`src/tcs_cfg.svh`:
```
// Constants for the timer clock select and prescaler block.
// Assumes a single system clock domain; included by bare name.
`ifndef TCS_CFG_SVH
`define TCS_CFG_SVH

// Register addresses on the special function register port
`define TCS_CLK_CTRL_ADDR      8'h8e
`define TCS_CLK_CTRL_EXT_ADDR  8'hf4

// Reset values
`define TCS_CLK_CTRL_RST       8'h00
`define TCS_CLK_CTRL_EXT_RST   4'h0

// Field positions, first control register
`define TCS_PRESCALE_LSB       0
`define TCS_PRESCALE_MSB       1
`define TCS_T0_SEL_BIT         2
`define TCS_T1_SEL_BIT         3
`define TCS_T2_LOW_BIT         4
`define TCS_T2_HIGH_BIT        5
`define TCS_T3_LOW_BIT         6
`define TCS_T3_HIGH_BIT        7

// Field positions, second control register
`define TCS_T4_LOW_BIT         0
`define TCS_T4_HIGH_BIT        1
`define TCS_T5_LOW_BIT         2
`define TCS_T5_HIGH_BIT        3
`define TCS_EXT_USED_W         4

// Divide ratios, in system clock cycles or external clock edges
`define TCS_DIV_FAST           4
`define TCS_DIV_MID            12
`define TCS_DIV_SLOW           48
`define TCS_DIV_EXT            8

`endif

```
`src/tcs_pkg.sv`:
```
// Types shared by the timer clock select block.
// Assumes nothing beyond a SystemVerilog compiler.
package tcs_pkg;

  // Prescale field encodings in their documented order
  typedef enum logic [1:0] {
    TCS_PS_MID,
    TCS_PS_FAST,
    TCS_PS_SLOW,
    TCS_PS_EXT
  } tcs_prescale_t;

  // Timer 0/1 operating modes in their documented order
  typedef enum logic [1:0] {
    TCS_MODE_13,
    TCS_MODE_16,
    TCS_MODE_RELOAD8,
    TCS_MODE_SPLIT8
  } tcs_t01_mode_t;

endpackage : tcs_pkg

```
`src/tcs_sync.sv`:
```
// Two-stage synchronizer with edge pulses on the system clock.
// Assumes the input is asynchronous and slower than a quarter of clk.
module tcs_sync (
  // Clock and reset
  input  wire logic clk,
  input  wire logic rst_b,
  // Asynchronous level
  input  wire logic async_in,
  // Synchronized level and one-cycle edge pulses
  output logic      level,
  output logic      fall,
  output logic      rise
);

  logic meta_r;
  logic sync_r;
  logic prev_r;

  // First flop feeds only the second one
  always_ff @(posedge clk or negedge rst_b) begin
    if (!rst_b) begin
      meta_r <= 1'b0;
      sync_r <= 1'b0;
      prev_r <= 1'b0;
    end else begin
      meta_r <= async_in;
      sync_r <= meta_r;
      prev_r <= sync_r;
    end
  end

  assign level = sync_r;
  assign fall  = prev_r & ~sync_r;
  assign rise  = ~prev_r & sync_r;

endmodule // tcs_sync

```
`src/tcs_top.sv`:
```
// Count clock selection and prescaler for six counter/timers.
// Assumes the timer logic consumes one-cycle tick enables on clk and
// drives its mode bits from clk-domain flops.
//
// Functional notes
// - Six 16-bit counter/timers are served: Timers 0, 1 and four reload.
// - Timers 0/1 have 13, 16, reload-8 modes; split 8 is Timer 0 only.
// - Timers 2-5 run as one 16-bit or two 8-bit reload timers.
// - Timer 0/1 clock comes from five sources via select bit and prescale.
// - Timers 2-5 use system clock, system clock /12, or external /8.
// - In counter mode, each falling pin edge gives one count.
// - Events up to a quarter of the system clock rate are counted.
// - Prescale 00 /12, 01 /4, 10 /48, 11 external /8 synchronized.
// - Bit 3 selects Timer 1 prescaled (0) or system clock; ignored counting.
// - Bit 2 selects Timer 0 prescaled (0) or system clock; ignored counting.
// - Bits 4/5 pick Timer 2 low/high clock; high acts only when split.
// - Bits 6/7 pick Timer 3 low/high clock; high acts only when split.
// - Second register bits 0/1 pick Timer 4 low/high clocks.
// - Second register bits 2/3 pick Timer 5 low/high clocks.
// - Upper four bits of second register read zero, writes ignored.
// - Counter mode bit picks pin edges (1) or selected clock (0); Timer 1 keeps its selected clock while Timer 0 is split.
`include "tcs_cfg.svh"

module tcs_top (
  // Clock and reset
  input  wire logic                   clk,
  input  wire logic                   rst_b,
  // Special function register port
  input  wire logic [7:0]             sfr_addr,
  input  wire logic                   sfr_wr,
  input  wire logic                   sfr_rd,
  input  wire logic [7:0]             sfr_wdata,
  output logic      [7:0]             sfr_rdata,
  // Pins
  input  wire logic                   event_input_zero,
  input  wire logic                   event_input_one,
  input  wire logic                   ext_osc_clk,
  // Timer 0/1 configuration
  input  wire tcs_pkg::tcs_t01_mode_t timer_zero_mode,
  input  wire tcs_pkg::tcs_t01_mode_t timer_one_mode,
  input  wire logic                   timer_zero_counter_mode,
  input  wire logic                   timer_one_counter_mode,
  // Timer 2-5 configuration
  input  wire logic                   timer_two_split,
  input  wire logic                   timer_three_split,
  input  wire logic                   timer_four_split,
  input  wire logic                   timer_five_split,
  input  wire logic                   timer_two_alt_clock_bit,
  input  wire logic                   timer_three_alt_clock_bit,
  input  wire logic                   timer_four_alt_clock_bit,
  input  wire logic                   timer_five_alt_clock_bit,
  // Count enables
  output logic                        timer_zero_tick,
  output logic                        timer_zero_high_tick,
  output logic                        timer_one_tick,
  output logic                        timer_two_low_tick,
  output logic                        timer_two_high_tick,
  output logic                        timer_three_low_tick,
  output logic                        timer_three_high_tick,
  output logic                        timer_four_low_tick,
  output logic                        timer_four_high_tick,
  output logic                        timer_five_low_tick,
  output logic                        timer_five_high_tick
);

  import tcs_pkg::*;

  localparam int DIV_FAST = `TCS_DIV_FAST;
  localparam int DIV_MID  = `TCS_DIV_MID;
  localparam int DIV_SLOW = `TCS_DIV_SLOW;
  localparam int DIV_EXT  = `TCS_DIV_EXT;
  localparam int SLOW_OF_MID = DIV_SLOW / DIV_MID;
  localparam int FAST_W = $clog2(DIV_FAST);
  localparam int MID_W  = $clog2(DIV_MID);
  localparam int SLOW_W = $clog2(SLOW_OF_MID);
  localparam int EXT_W  = $clog2(DIV_EXT);

  // Registers
  logic [7:0]                  clk_ctrl_r;
  logic [`TCS_EXT_USED_W-1:0]  clk_ctrl_ext_r;

  // Prescaler state
  logic [FAST_W-1:0] fast_cnt_r;
  logic [MID_W-1:0]  mid_cnt_r;
  logic [SLOW_W-1:0] slow_cnt_r;
  logic [EXT_W-1:0]  ext_cnt_r;
  logic              fast_tick;
  logic              mid_tick;
  logic              slow_tick;
  logic              ext_tick;
  logic              presc_tick;
  tcs_prescale_t     prescale_select;

  // Synchronized pins
  logic ev0_fall;
  logic ev1_fall;
  logic ext_rise;

  // Next tick values
  logic t0_nxt;
  logic t0h_nxt;
  logic t1_nxt;
  logic t2l_nxt;
  logic t2h_nxt;
  logic t3l_nxt;
  logic t3h_nxt;
  logic t4l_nxt;
  logic t4h_nxt;
  logic t5l_nxt;
  logic t5h_nxt;

  // A select bit of 1 means the undivided system clock
  function automatic logic pick(input logic use_sys, input logic other);
    pick = use_sys | other;
  endfunction

  // Clock named by a timer's alternate clock bit
  function automatic logic alt_src(input logic alt, input logic mid,
                                   input logic ext);
    alt_src = alt ? ext : mid;
  endfunction

  // Register writes
  always_ff @(posedge clk or negedge rst_b) begin
    if (!rst_b) begin
      clk_ctrl_r     <= `TCS_CLK_CTRL_RST;
      clk_ctrl_ext_r <= `TCS_CLK_CTRL_EXT_RST;
    end else if (sfr_wr) begin
      if (sfr_addr == `TCS_CLK_CTRL_ADDR) begin
        clk_ctrl_r <= sfr_wdata;
      end
      if (sfr_addr == `TCS_CLK_CTRL_EXT_ADDR) begin
        clk_ctrl_ext_r <= sfr_wdata[`TCS_EXT_USED_W-1:0];
      end
    end
  end

  // Register reads, answered one cycle later; unmapped reads give zero
  always_ff @(posedge clk or negedge rst_b) begin
    if (!rst_b) begin
      sfr_rdata <= 8'h00;
    end else if (sfr_rd) begin
      case (sfr_addr)
        `TCS_CLK_CTRL_ADDR:     sfr_rdata <= clk_ctrl_r;
        `TCS_CLK_CTRL_EXT_ADDR: sfr_rdata <= {4'h0, clk_ctrl_ext_r};
        default:                sfr_rdata <= 8'h00;
      endcase
    end
  end

  // Pin synchronizers; raw pins never clock anything
  tcs_sync u_sync_ev0 (
    .clk      (clk),
    .rst_b    (rst_b),
    .async_in (event_input_zero),
    .level    (),
    .fall     (ev0_fall),
    .rise     ()
  );

  tcs_sync u_sync_ev1 (
    .clk      (clk),
    .rst_b    (rst_b),
    .async_in (event_input_one),
    .level    (),
    .fall     (ev1_fall),
    .rise     ()
  );

  tcs_sync u_sync_ext (
    .clk      (clk),
    .rst_b    (rst_b),
    .async_in (ext_osc_clk),
    .level    (),
    .fall     (),
    .rise     (ext_rise)
  );

  // Free-running dividers as enable pulses
  always_ff @(posedge clk or negedge rst_b) begin
    if (!rst_b) begin
      fast_cnt_r <= '0;
    end else if (fast_tick) begin
      fast_cnt_r <= '0;
    end else begin
      fast_cnt_r <= fast_cnt_r + FAST_W'(1);
    end
  end

  always_ff @(posedge clk or negedge rst_b) begin
    if (!rst_b) begin
      mid_cnt_r <= '0;
    end else if (mid_tick) begin
      mid_cnt_r <= '0;
    end else begin
      mid_cnt_r <= mid_cnt_r + MID_W'(1);
    end
  end

  // Slow divider counts mid pulses so it stays phase-locked to them
  always_ff @(posedge clk or negedge rst_b) begin
    if (!rst_b) begin
      slow_cnt_r <= '0;
    end else if (mid_tick) begin
      slow_cnt_r <= slow_cnt_r + SLOW_W'(1);
    end
  end

  // External clock divider counts synchronized rising edges
  always_ff @(posedge clk or negedge rst_b) begin
    if (!rst_b) begin
      ext_cnt_r <= '0;
    end else if (ext_rise) begin
      ext_cnt_r <= ext_cnt_r + EXT_W'(1);
    end
  end

  assign fast_tick = (fast_cnt_r == FAST_W'(DIV_FAST - 1));
  assign mid_tick  = (mid_cnt_r == MID_W'(DIV_MID - 1));
  assign slow_tick = mid_tick & (slow_cnt_r == SLOW_W'(SLOW_OF_MID - 1));
  assign ext_tick  = ext_rise & (ext_cnt_r == EXT_W'(DIV_EXT - 1));

  // Prescaled clock for Timers 0 and 1
  assign prescale_select = tcs_prescale_t'(
    clk_ctrl_r[`TCS_PRESCALE_MSB:`TCS_PRESCALE_LSB]);

  always_comb begin
    case (prescale_select)
      TCS_PS_MID:  presc_tick = mid_tick;
      TCS_PS_FAST: presc_tick = fast_tick;
      TCS_PS_SLOW: presc_tick = slow_tick;
      TCS_PS_EXT:  presc_tick = ext_tick;
      default:     presc_tick = 1'b0;
    endcase
  end

  // Timer 0 and Timer 1 selection
  always_comb begin
    // Counter mode overrides the select bit
    if (timer_zero_counter_mode) begin
      t0_nxt = ev0_fall;
    end else begin
      t0_nxt = pick(clk_ctrl_r[`TCS_T0_SEL_BIT], presc_tick);
    end
    // Split high byte is a timer only, never pin driven
    if (timer_zero_mode == TCS_MODE_SPLIT8) begin
      t0h_nxt = pick(clk_ctrl_r[`TCS_T0_SEL_BIT], presc_tick);
    end else begin
      t0h_nxt = 1'b0;
    end
    // Timer 1 has no split mode; that setting stops it
    if (timer_one_mode == TCS_MODE_SPLIT8) begin
      t1_nxt = 1'b0;
    end else if (timer_one_counter_mode &&
                 timer_zero_mode != TCS_MODE_SPLIT8) begin
      t1_nxt = ev1_fall;
    end else begin
      t1_nxt = pick(clk_ctrl_r[`TCS_T1_SEL_BIT], presc_tick);
    end
  end

  // Timers 2 to 5: low byte always, high byte own select only when split
  always_comb begin
    t2l_nxt = pick(clk_ctrl_r[`TCS_T2_LOW_BIT],
      alt_src(timer_two_alt_clock_bit, mid_tick, ext_tick));
    t2h_nxt = timer_two_split ?
      pick(clk_ctrl_r[`TCS_T2_HIGH_BIT],
        alt_src(timer_two_alt_clock_bit, mid_tick, ext_tick)) :
      t2l_nxt;
    t3l_nxt = pick(clk_ctrl_r[`TCS_T3_LOW_BIT],
      alt_src(timer_three_alt_clock_bit, mid_tick, ext_tick));
    t3h_nxt = timer_three_split ?
      pick(clk_ctrl_r[`TCS_T3_HIGH_BIT],
        alt_src(timer_three_alt_clock_bit, mid_tick, ext_tick)) :
      t3l_nxt;
    t4l_nxt = pick(clk_ctrl_ext_r[`TCS_T4_LOW_BIT],
      alt_src(timer_four_alt_clock_bit, mid_tick, ext_tick));
    t4h_nxt = timer_four_split ?
      pick(clk_ctrl_ext_r[`TCS_T4_HIGH_BIT],
        alt_src(timer_four_alt_clock_bit, mid_tick, ext_tick)) :
      t4l_nxt;
    t5l_nxt = pick(clk_ctrl_ext_r[`TCS_T5_LOW_BIT],
      alt_src(timer_five_alt_clock_bit, mid_tick, ext_tick));
    t5h_nxt = timer_five_split ?
      pick(clk_ctrl_ext_r[`TCS_T5_HIGH_BIT],
        alt_src(timer_five_alt_clock_bit, mid_tick, ext_tick)) :
      t5l_nxt;
  end

  // Registered ticks: one cycle of latency buys glitch-free enables
  always_ff @(posedge clk or negedge rst_b) begin
    if (!rst_b) begin
      timer_zero_tick       <= 1'b0;
      timer_zero_high_tick  <= 1'b0;
      timer_one_tick        <= 1'b0;
      timer_two_low_tick    <= 1'b0;
      timer_two_high_tick   <= 1'b0;
      timer_three_low_tick  <= 1'b0;
      timer_three_high_tick <= 1'b0;
      timer_four_low_tick   <= 1'b0;
      timer_four_high_tick  <= 1'b0;
      timer_five_low_tick   <= 1'b0;
      timer_five_high_tick  <= 1'b0;
    end else begin
      timer_zero_tick       <= t0_nxt;
      timer_zero_high_tick  <= t0h_nxt;
      timer_one_tick        <= t1_nxt;
      timer_two_low_tick    <= t2l_nxt;
      timer_two_high_tick   <= t2h_nxt;
      timer_three_low_tick  <= t3l_nxt;
      timer_three_high_tick <= t3h_nxt;
      timer_four_low_tick   <= t4l_nxt;
      timer_four_high_tick  <= t4h_nxt;
      timer_five_low_tick   <= t5l_nxt;
      timer_five_high_tick  <= t5h_nxt;
    end
  end

endmodule // tcs_top

```
`config.mk`:
```
export PLATFORM = sky130hd
export DESIGN_NAME = tcs_top
export DESIGN_NICKNAME = d
export VERILOG_FILES = /design/src/tcs_pkg.sv /design/src/tcs_sync.sv /design/src/tcs_top.sv
export VERILOG_INCLUDE_DIRS = /design/src
export SDC_FILE = /design/constraint.sdc
export NUM_CORES = 1
export LEC_CHECK = 0
export ABC_AREA = 1
export BUFFER_PORTS_ARGS = -buffer_cell sky130_fd_sc_hd__buf_4
export CAP_MARGIN = 20
export CELL_PAD_IN_SITES_DETAIL_PLACEMENT = 1
export CELL_PAD_IN_SITES_GLOBAL_PLACEMENT = 2
export CORE_MARGIN = 3
export CORE_UTILIZATION = 31
export DETAILED_ROUTE_END_ITERATION = 7
export GPL_ROUTABILITY_DRIVEN = 0
export PLACE_DENSITY_LB_ADDON = 0.1
export SLEW_MARGIN = 40
export SYNTH_ARGS = -nofsm -noshare
export SYNTH_HDL_FRONTEND = slang
export SYNTH_SLANG_ARGS = --single-unit
```
`constraint.sdc`:
```
create_clock -name clk -period 1.6 [get_ports clk]
set_input_delay 0.16 -clock clk [delete_from_list [all_inputs] [get_ports clk]]
set_output_delay 0.16 -clock clk [all_outputs]
set_load 0.05 [all_outputs]
```
# == Yosys cells after proc, flatten, opt, wreduce, memory -nomap -nowiden ==
# Cells that the tools add are included.
# W data, S select, Z words.
# op_classes
n_addsub,4
eq_ne,12
mux,16
n_bitwise,18
n_reduce_logical,4
# ops
operator,n
$eq A8 B8 Y1 const B,2
$pmux W8 S2,1
$eq A2 B2 Y1 const B,6
$mux W1,12
$or A1 B1 Y1,10
$and A1 B1 Y1,5
$add A2 B1 Y2 const B,2
$add A4 B1 Y4 const B,1
$eq A4 B4 Y1 const B,1
$mux W4,1
$pmux W1 S4,1
$reduce_and A2 Y1,2
$add A3 B1 Y3 const B,1
$eq A3 B3 Y1 const B,1
$not A1 Y1,3
$eq A2 B1 Y1 const B,1
$logic_not A2 Y1,1
$mux W2,1
$ne A2 B2 Y1 const B,1
$logic_and A1 B1 Y1,1
# word_totals
register_bits,51
out_inout_bits,19
word_cells,81

# == Logic depth before layout (Yosys ltp) ==
# depth
ltp_word,7
ltp_mapped,8

# == Hierarchy ==
# Synthesis repeated with hierarchy kept, for this count alone.
# unflattened
cells_unflattened,228
area_unflattened_um2,2189.6
# modules_own_cells
module,n_inst,cells_each,area_per_inst_um2,seq_area_each_um2
tcs_top,1,207,1919.3,1051.0
tcs_sync,3,7,90.1,75.1

# == Worst setup path after synthesis ==
# OpenSTA, ideal clock, no wires.
# synth_timing
path_kind,flip-flop to flip-flop
start,reg ext_cnt_r[0]
end,reg timer_zero_tick
setup_ns,0.116
arrival_ns,1.160
slack_ns,0.323
stages_incl_launch_ff,9
period_less_slack_ns,1.277
path_cell_list,dfrtp_1 -> ha_1 -> ha_1 -> nand3_1 -> nand2_1 -> nand2_1 -> nand3_1 -> nand2_1 -> nand2_1
# synth_via
elab_chain_cells,5
# synth_lines
element,line,text
start: declaration,tcs_top.sv:86,logic [EXT_W-1:0] ext_cnt_r;
start signal: assignment,tcs_top.sv:214,ext_cnt_r <= ext_cnt_r + EXT_W'(1);
$eq A3 B3 Y1,tcs_top.sv:221,assign ext_tick = ext_rise & (ext_cnt_r == EXT_W'(DIV_EXT - 1));
$and A1 B1 Y1,tcs_top.sv:221,
$pmux W1 S4,tcs_top.sv:228,case (prescale_select)
$or A1 B1 Y1,tcs_top.sv:114,pick = use_sys | other;
$mux W1,tcs_top.sv:240,if (timer_zero_counter_mode) begin
net t0_nxt,tcs_top.sv:100,logic t0_nxt;
end signal: assignment,tcs_top.sv:305,timer_zero_tick <= t0_nxt;
end: declaration,tcs_top.sv:53,"output logic timer_zero_tick,"
# The timed path passes the listed nets, and every way through them passes these cells.
# A chain may end at the register's enable or synchronous reset.

# == Worst setup path in the final report ==
# layout_timing
start,reg mid_cnt_r[0]
end,reg timer_two_high_tick
# layout_via
elab_chain_cells,4
elab_cells_between_ends,5
classes_between,1 x eq/ne; 2 x mux; 2 x bitwise
# layout_lines
element,line,text
start: declaration,tcs_top.sv:84,logic [MID_W-1:0] mid_cnt_r;
start signal: assignment,tcs_top.sv:196,mid_cnt_r <= mid_cnt_r + MID_W'(1);
$eq A4 B4 Y1 *,tcs_top.sv:219,assign mid_tick = (mid_cnt_r == MID_W'(DIV_MID - 1));
$mux W1 *,tcs_top.sv:120,alt_src = alt ? ext : mid;
$or A1 B1 Y1,tcs_top.sv:114,
$mux W1 *,tcs_top.sv:266,t2h_nxt = timer_two_split ?
net t2h_nxt,tcs_top.sv:104,logic t2h_nxt;
end signal: assignment,tcs_top.sv:309,timer_two_high_tick <= t2h_nxt;
end: declaration,tcs_top.sv:57,"output logic timer_two_high_tick,"
# The timed path passes the listed nets; every way through them passes the cells marked *.

==> summary.txt <==
Clock tree
  – Num Clock Sinks: 51
  – Max clock buf depth: 2
  – Total number of H-tree levels: 2
  – Number of CTS-inserted buffers: 5
  – Clock slew at reported path FFs: 0.09 ns
  – Root Driver: clkbuf_8
  – CTS tree: done
  – Clk Latency, worst-skew pair: 0.30 ns

Critical path
  – Worst endpoint required time: 1.78 ns
  – CP max FO: 8
  – Worst setup EP type: register
  – Crit Path Class: register to register
  – FF-to-FF Start: mid_cnt_r[0]
  – Reg2Reg Setup Slack: 0.20 ns
  – R2R depth: 5
  – Critical Path Start Type: register
  – CP arrival: ~1.6 ns
  – Reg-to-Reg End: timer_two_high_tick

Cells and area
  – Most common cell after layout, fill and taps aside: nand2_1
  – Most frequent cells in the layout: nand2_1, buf_4, dfrtp_1
  – Antenna cells: 0
  – Layout cells sized above 1: 27.49%
  – Layout area overhead: 32.17%
  – Nets: 332

Drt
  – Number of DRC markers in iteration 0: 53
  – Routed via count: around 1600
  – Via density: 4.473
  – Routed met1 length: 2.066 mm
  – DRT Pass-1 Iters: 4
  – Number of remaining DRC errors: 0
  – Routed wl met3: a little under 200 µm
  – Met2 wire length: 2.312 mm
  – Routed len/inst: 12.60 µm
  – DRT Wirelength: 4.638 mm
  – Top sig layer: met4
  – Final ANT Viol Nets: 0

Global routing
  – Vias in the first global route: roughly 1700
  – First-pass GRT wire length: 8.038 mm
  – Initial antenna violation count: 0
  – Total global-route track usage: 13.36%
  – GRT overflow: 0
  – Largest net degree at the start of global routing: 52

Yosys
  – Syn nets: 267
  – Share of the yosys chip area belonging to registers: between 60 and 70%
  – Post-Synthesis Cells: 225
  – Seq cells post-synth: slightly above 50
  – Syn_area_per_cell: 9.420 µm²
  – Yosys warns: 0
  – Post-synthesis cell area: approximately 2100 µm²
  – Netlist cell types: 22

STA
  – # setup viols final: 0
  – Fin crit share: 87.38%
  – Tmin final: roughly 1.4 ns
  – Clk_skew: 0.008223 ns
  – Slew Viols, Final: 0
  – Unrepaired setup endpoints after global routing: no
  – Fmax: 715.2 MHz
  – Slew margin rel.: 56.75%
  – Final Hold Viols: 0
  – Tightest Pin Transition: 0.6488 ns
  – Setup TNS: 0 ns

Power and ir drop
  – Power Total: 2.888 mW
  – Sw Ratio: 24.35%
  – Clock network power share: between 30% and 40%
  – Max IR drop VDD: 0.3990 mV
  – Pwr dens: just over 1000 nW/µm²
  – Seq pwr share: between 40 and 50%
  – Logic pwr share: 14.5%
  – Leak: 1.526 nW
  – Internal power: 2.185 mW
  – Switching pwr: 0.7033 mW

Hold path
  – Worst Hold Depth: 3
  – Hold wc startpoint: sfr_wdata[7]
  – Hold Crit Class: input port to register
  – WHS Endpoint: clk_ctrl_r[7]

Floorplan
  – Die area: between 7000 and 8000 µm²
  – Die Ht: 88.69 µm
  – I/O Pins: 56
  – Rows: 29
  – Initial Utilization: 32.63%
  – Core area: about 6500 µm²
  – Width of the die: 88.69 µm

Flow run
  – Max-cap violations: 0

Status
  – Status: finished, final reports clean

Place
  – DP Wirelength: 3.642 mm
  – IO Port Bufs: 55
[Yosys cell counts]
master    count  area (µm²)
a21oi_1       2       10.01
mux2i_1       4       40.04
xnor2_1       2       17.52
a22oi_1       1       7.510
nor2_1        7       26.28
ha_1          5       62.56
dfrtp_1      51        1276
nor2_2        1       6.260
inv_2         4       15.01
nand3_4       1       17.52
nand3_2       1       10.01
buf_2         1       5.000
clkinv_4      1       8.760
nand3_1      14       70.07
o21ai_0       5       25.02
o21ai_1       4       20.02
nand2_2       3       18.77
mux2_2        2       22.52
nor2_4        3       33.78
or2_2         1       6.260
nand2_1      92       345.3
inv_1        20       75.07
[cell type report]
| class | count | area (µm²) |
|---|---|---|
| Tap cell | 77 | 96.34 |
| Sequential cell | 51 | 1276 |
| Fill cell | 757 | 3694 |
| Timing Repair Buffer | 59 | 452.9 |
| Clock inverter | 2 | 60.06 |
| Inverter | 25 | 98.84 |
| Multi-Input combinational cell | 148 | 744.5 |
| Clock buffer | 6 | 72.57 |
[metrics by stage]
step                      setup WS [ns]  cell area [µm²]  instances  hold slack [ns]  utilization, %
after floorplan                  0.3235             2120        225          -0.1356               -
after global placement           0.2049             2624        356           0.2349           40.40
after detailed placement         0.1422             2624        356           0.2387           40.40
after CTS                        0.1299             2796        368          0.03646           43.06
after global routing            0.02500             2801        368          0.03027           43.13
final                            0.2019             2801        368          0.04721           43.13
[cell families (layout without fill, tap and decap cells)]
family          after synthesis  after routing  share of synthesized area, %
simple gates                123            123                         25.21
flops                        51             51                         60.21
buf+inv                      26             92                         4.899
compound gates               12             12                         2.952
mux                           6              6                         2.952
fa+ha+maj                     5              5                         2.952
xor+xnor                      2              2                        0.8266
[power groups by stage]
stage	Clock [mW]	Sequential, mW	Combinational [mW]
3_5_place_dp	0	1.46	0.419
5_1_grt	1.13	1.44	0.468
3_3_place_gp	0	1.45	0.408
6_report	1.04	1.43	0.418
4_1_cts	1.07	1.43	0.428
2_1_floorplan	0	1.53	0.144
[flip-flops by register name (all words and copies together) (netlist names), 2 cells and up]
signal          flops
clk_ctrl_ext_r      4
clk_ctrl_r          8
ext_cnt_r           3
fast_cnt_r          2
mid_cnt_r           4
sfr_rdata           8
slow_cnt_r          2
[critical path, stage by stage (launching register included)]
cell     delay [ns]
dfrtp_1        0.40
ha_1           0.23
nand3_1        0.16
inv_2          0.10
o21ai_0        0.28
nand2_1        0.11
[worst max-delay path by stage]
stage,from,to,cells after the start
floorplan,ext_cnt_r[0],timer_zero_tick,8
global placement,mid_cnt_r[0],timer_two_low_tick,5
detailed placement,ext_cnt_r[0],timer_zero_tick,8
CTS,ext_cnt_r[0],timer_zero_tick,8
global route,mid_cnt_r[0],timer_two_high_tick,5
finish,mid_cnt_r[0],timer_two_high_tick,5
[timing repair]
item	CTS	global route
hold buffers	4	0
resized for setup	0	1
hold endpoints to repair	54	0
endpoints found under the setup margin	0	2
setup buffers	0	0
[routing by layer]
layer	track usage, %	vias to the layer above
li1	-	828
met1	17.08	783
met2	22.13	29
met3	3.538	6
met4	4.121	0
met5	0	-
(Power assumes the default switching activity.)
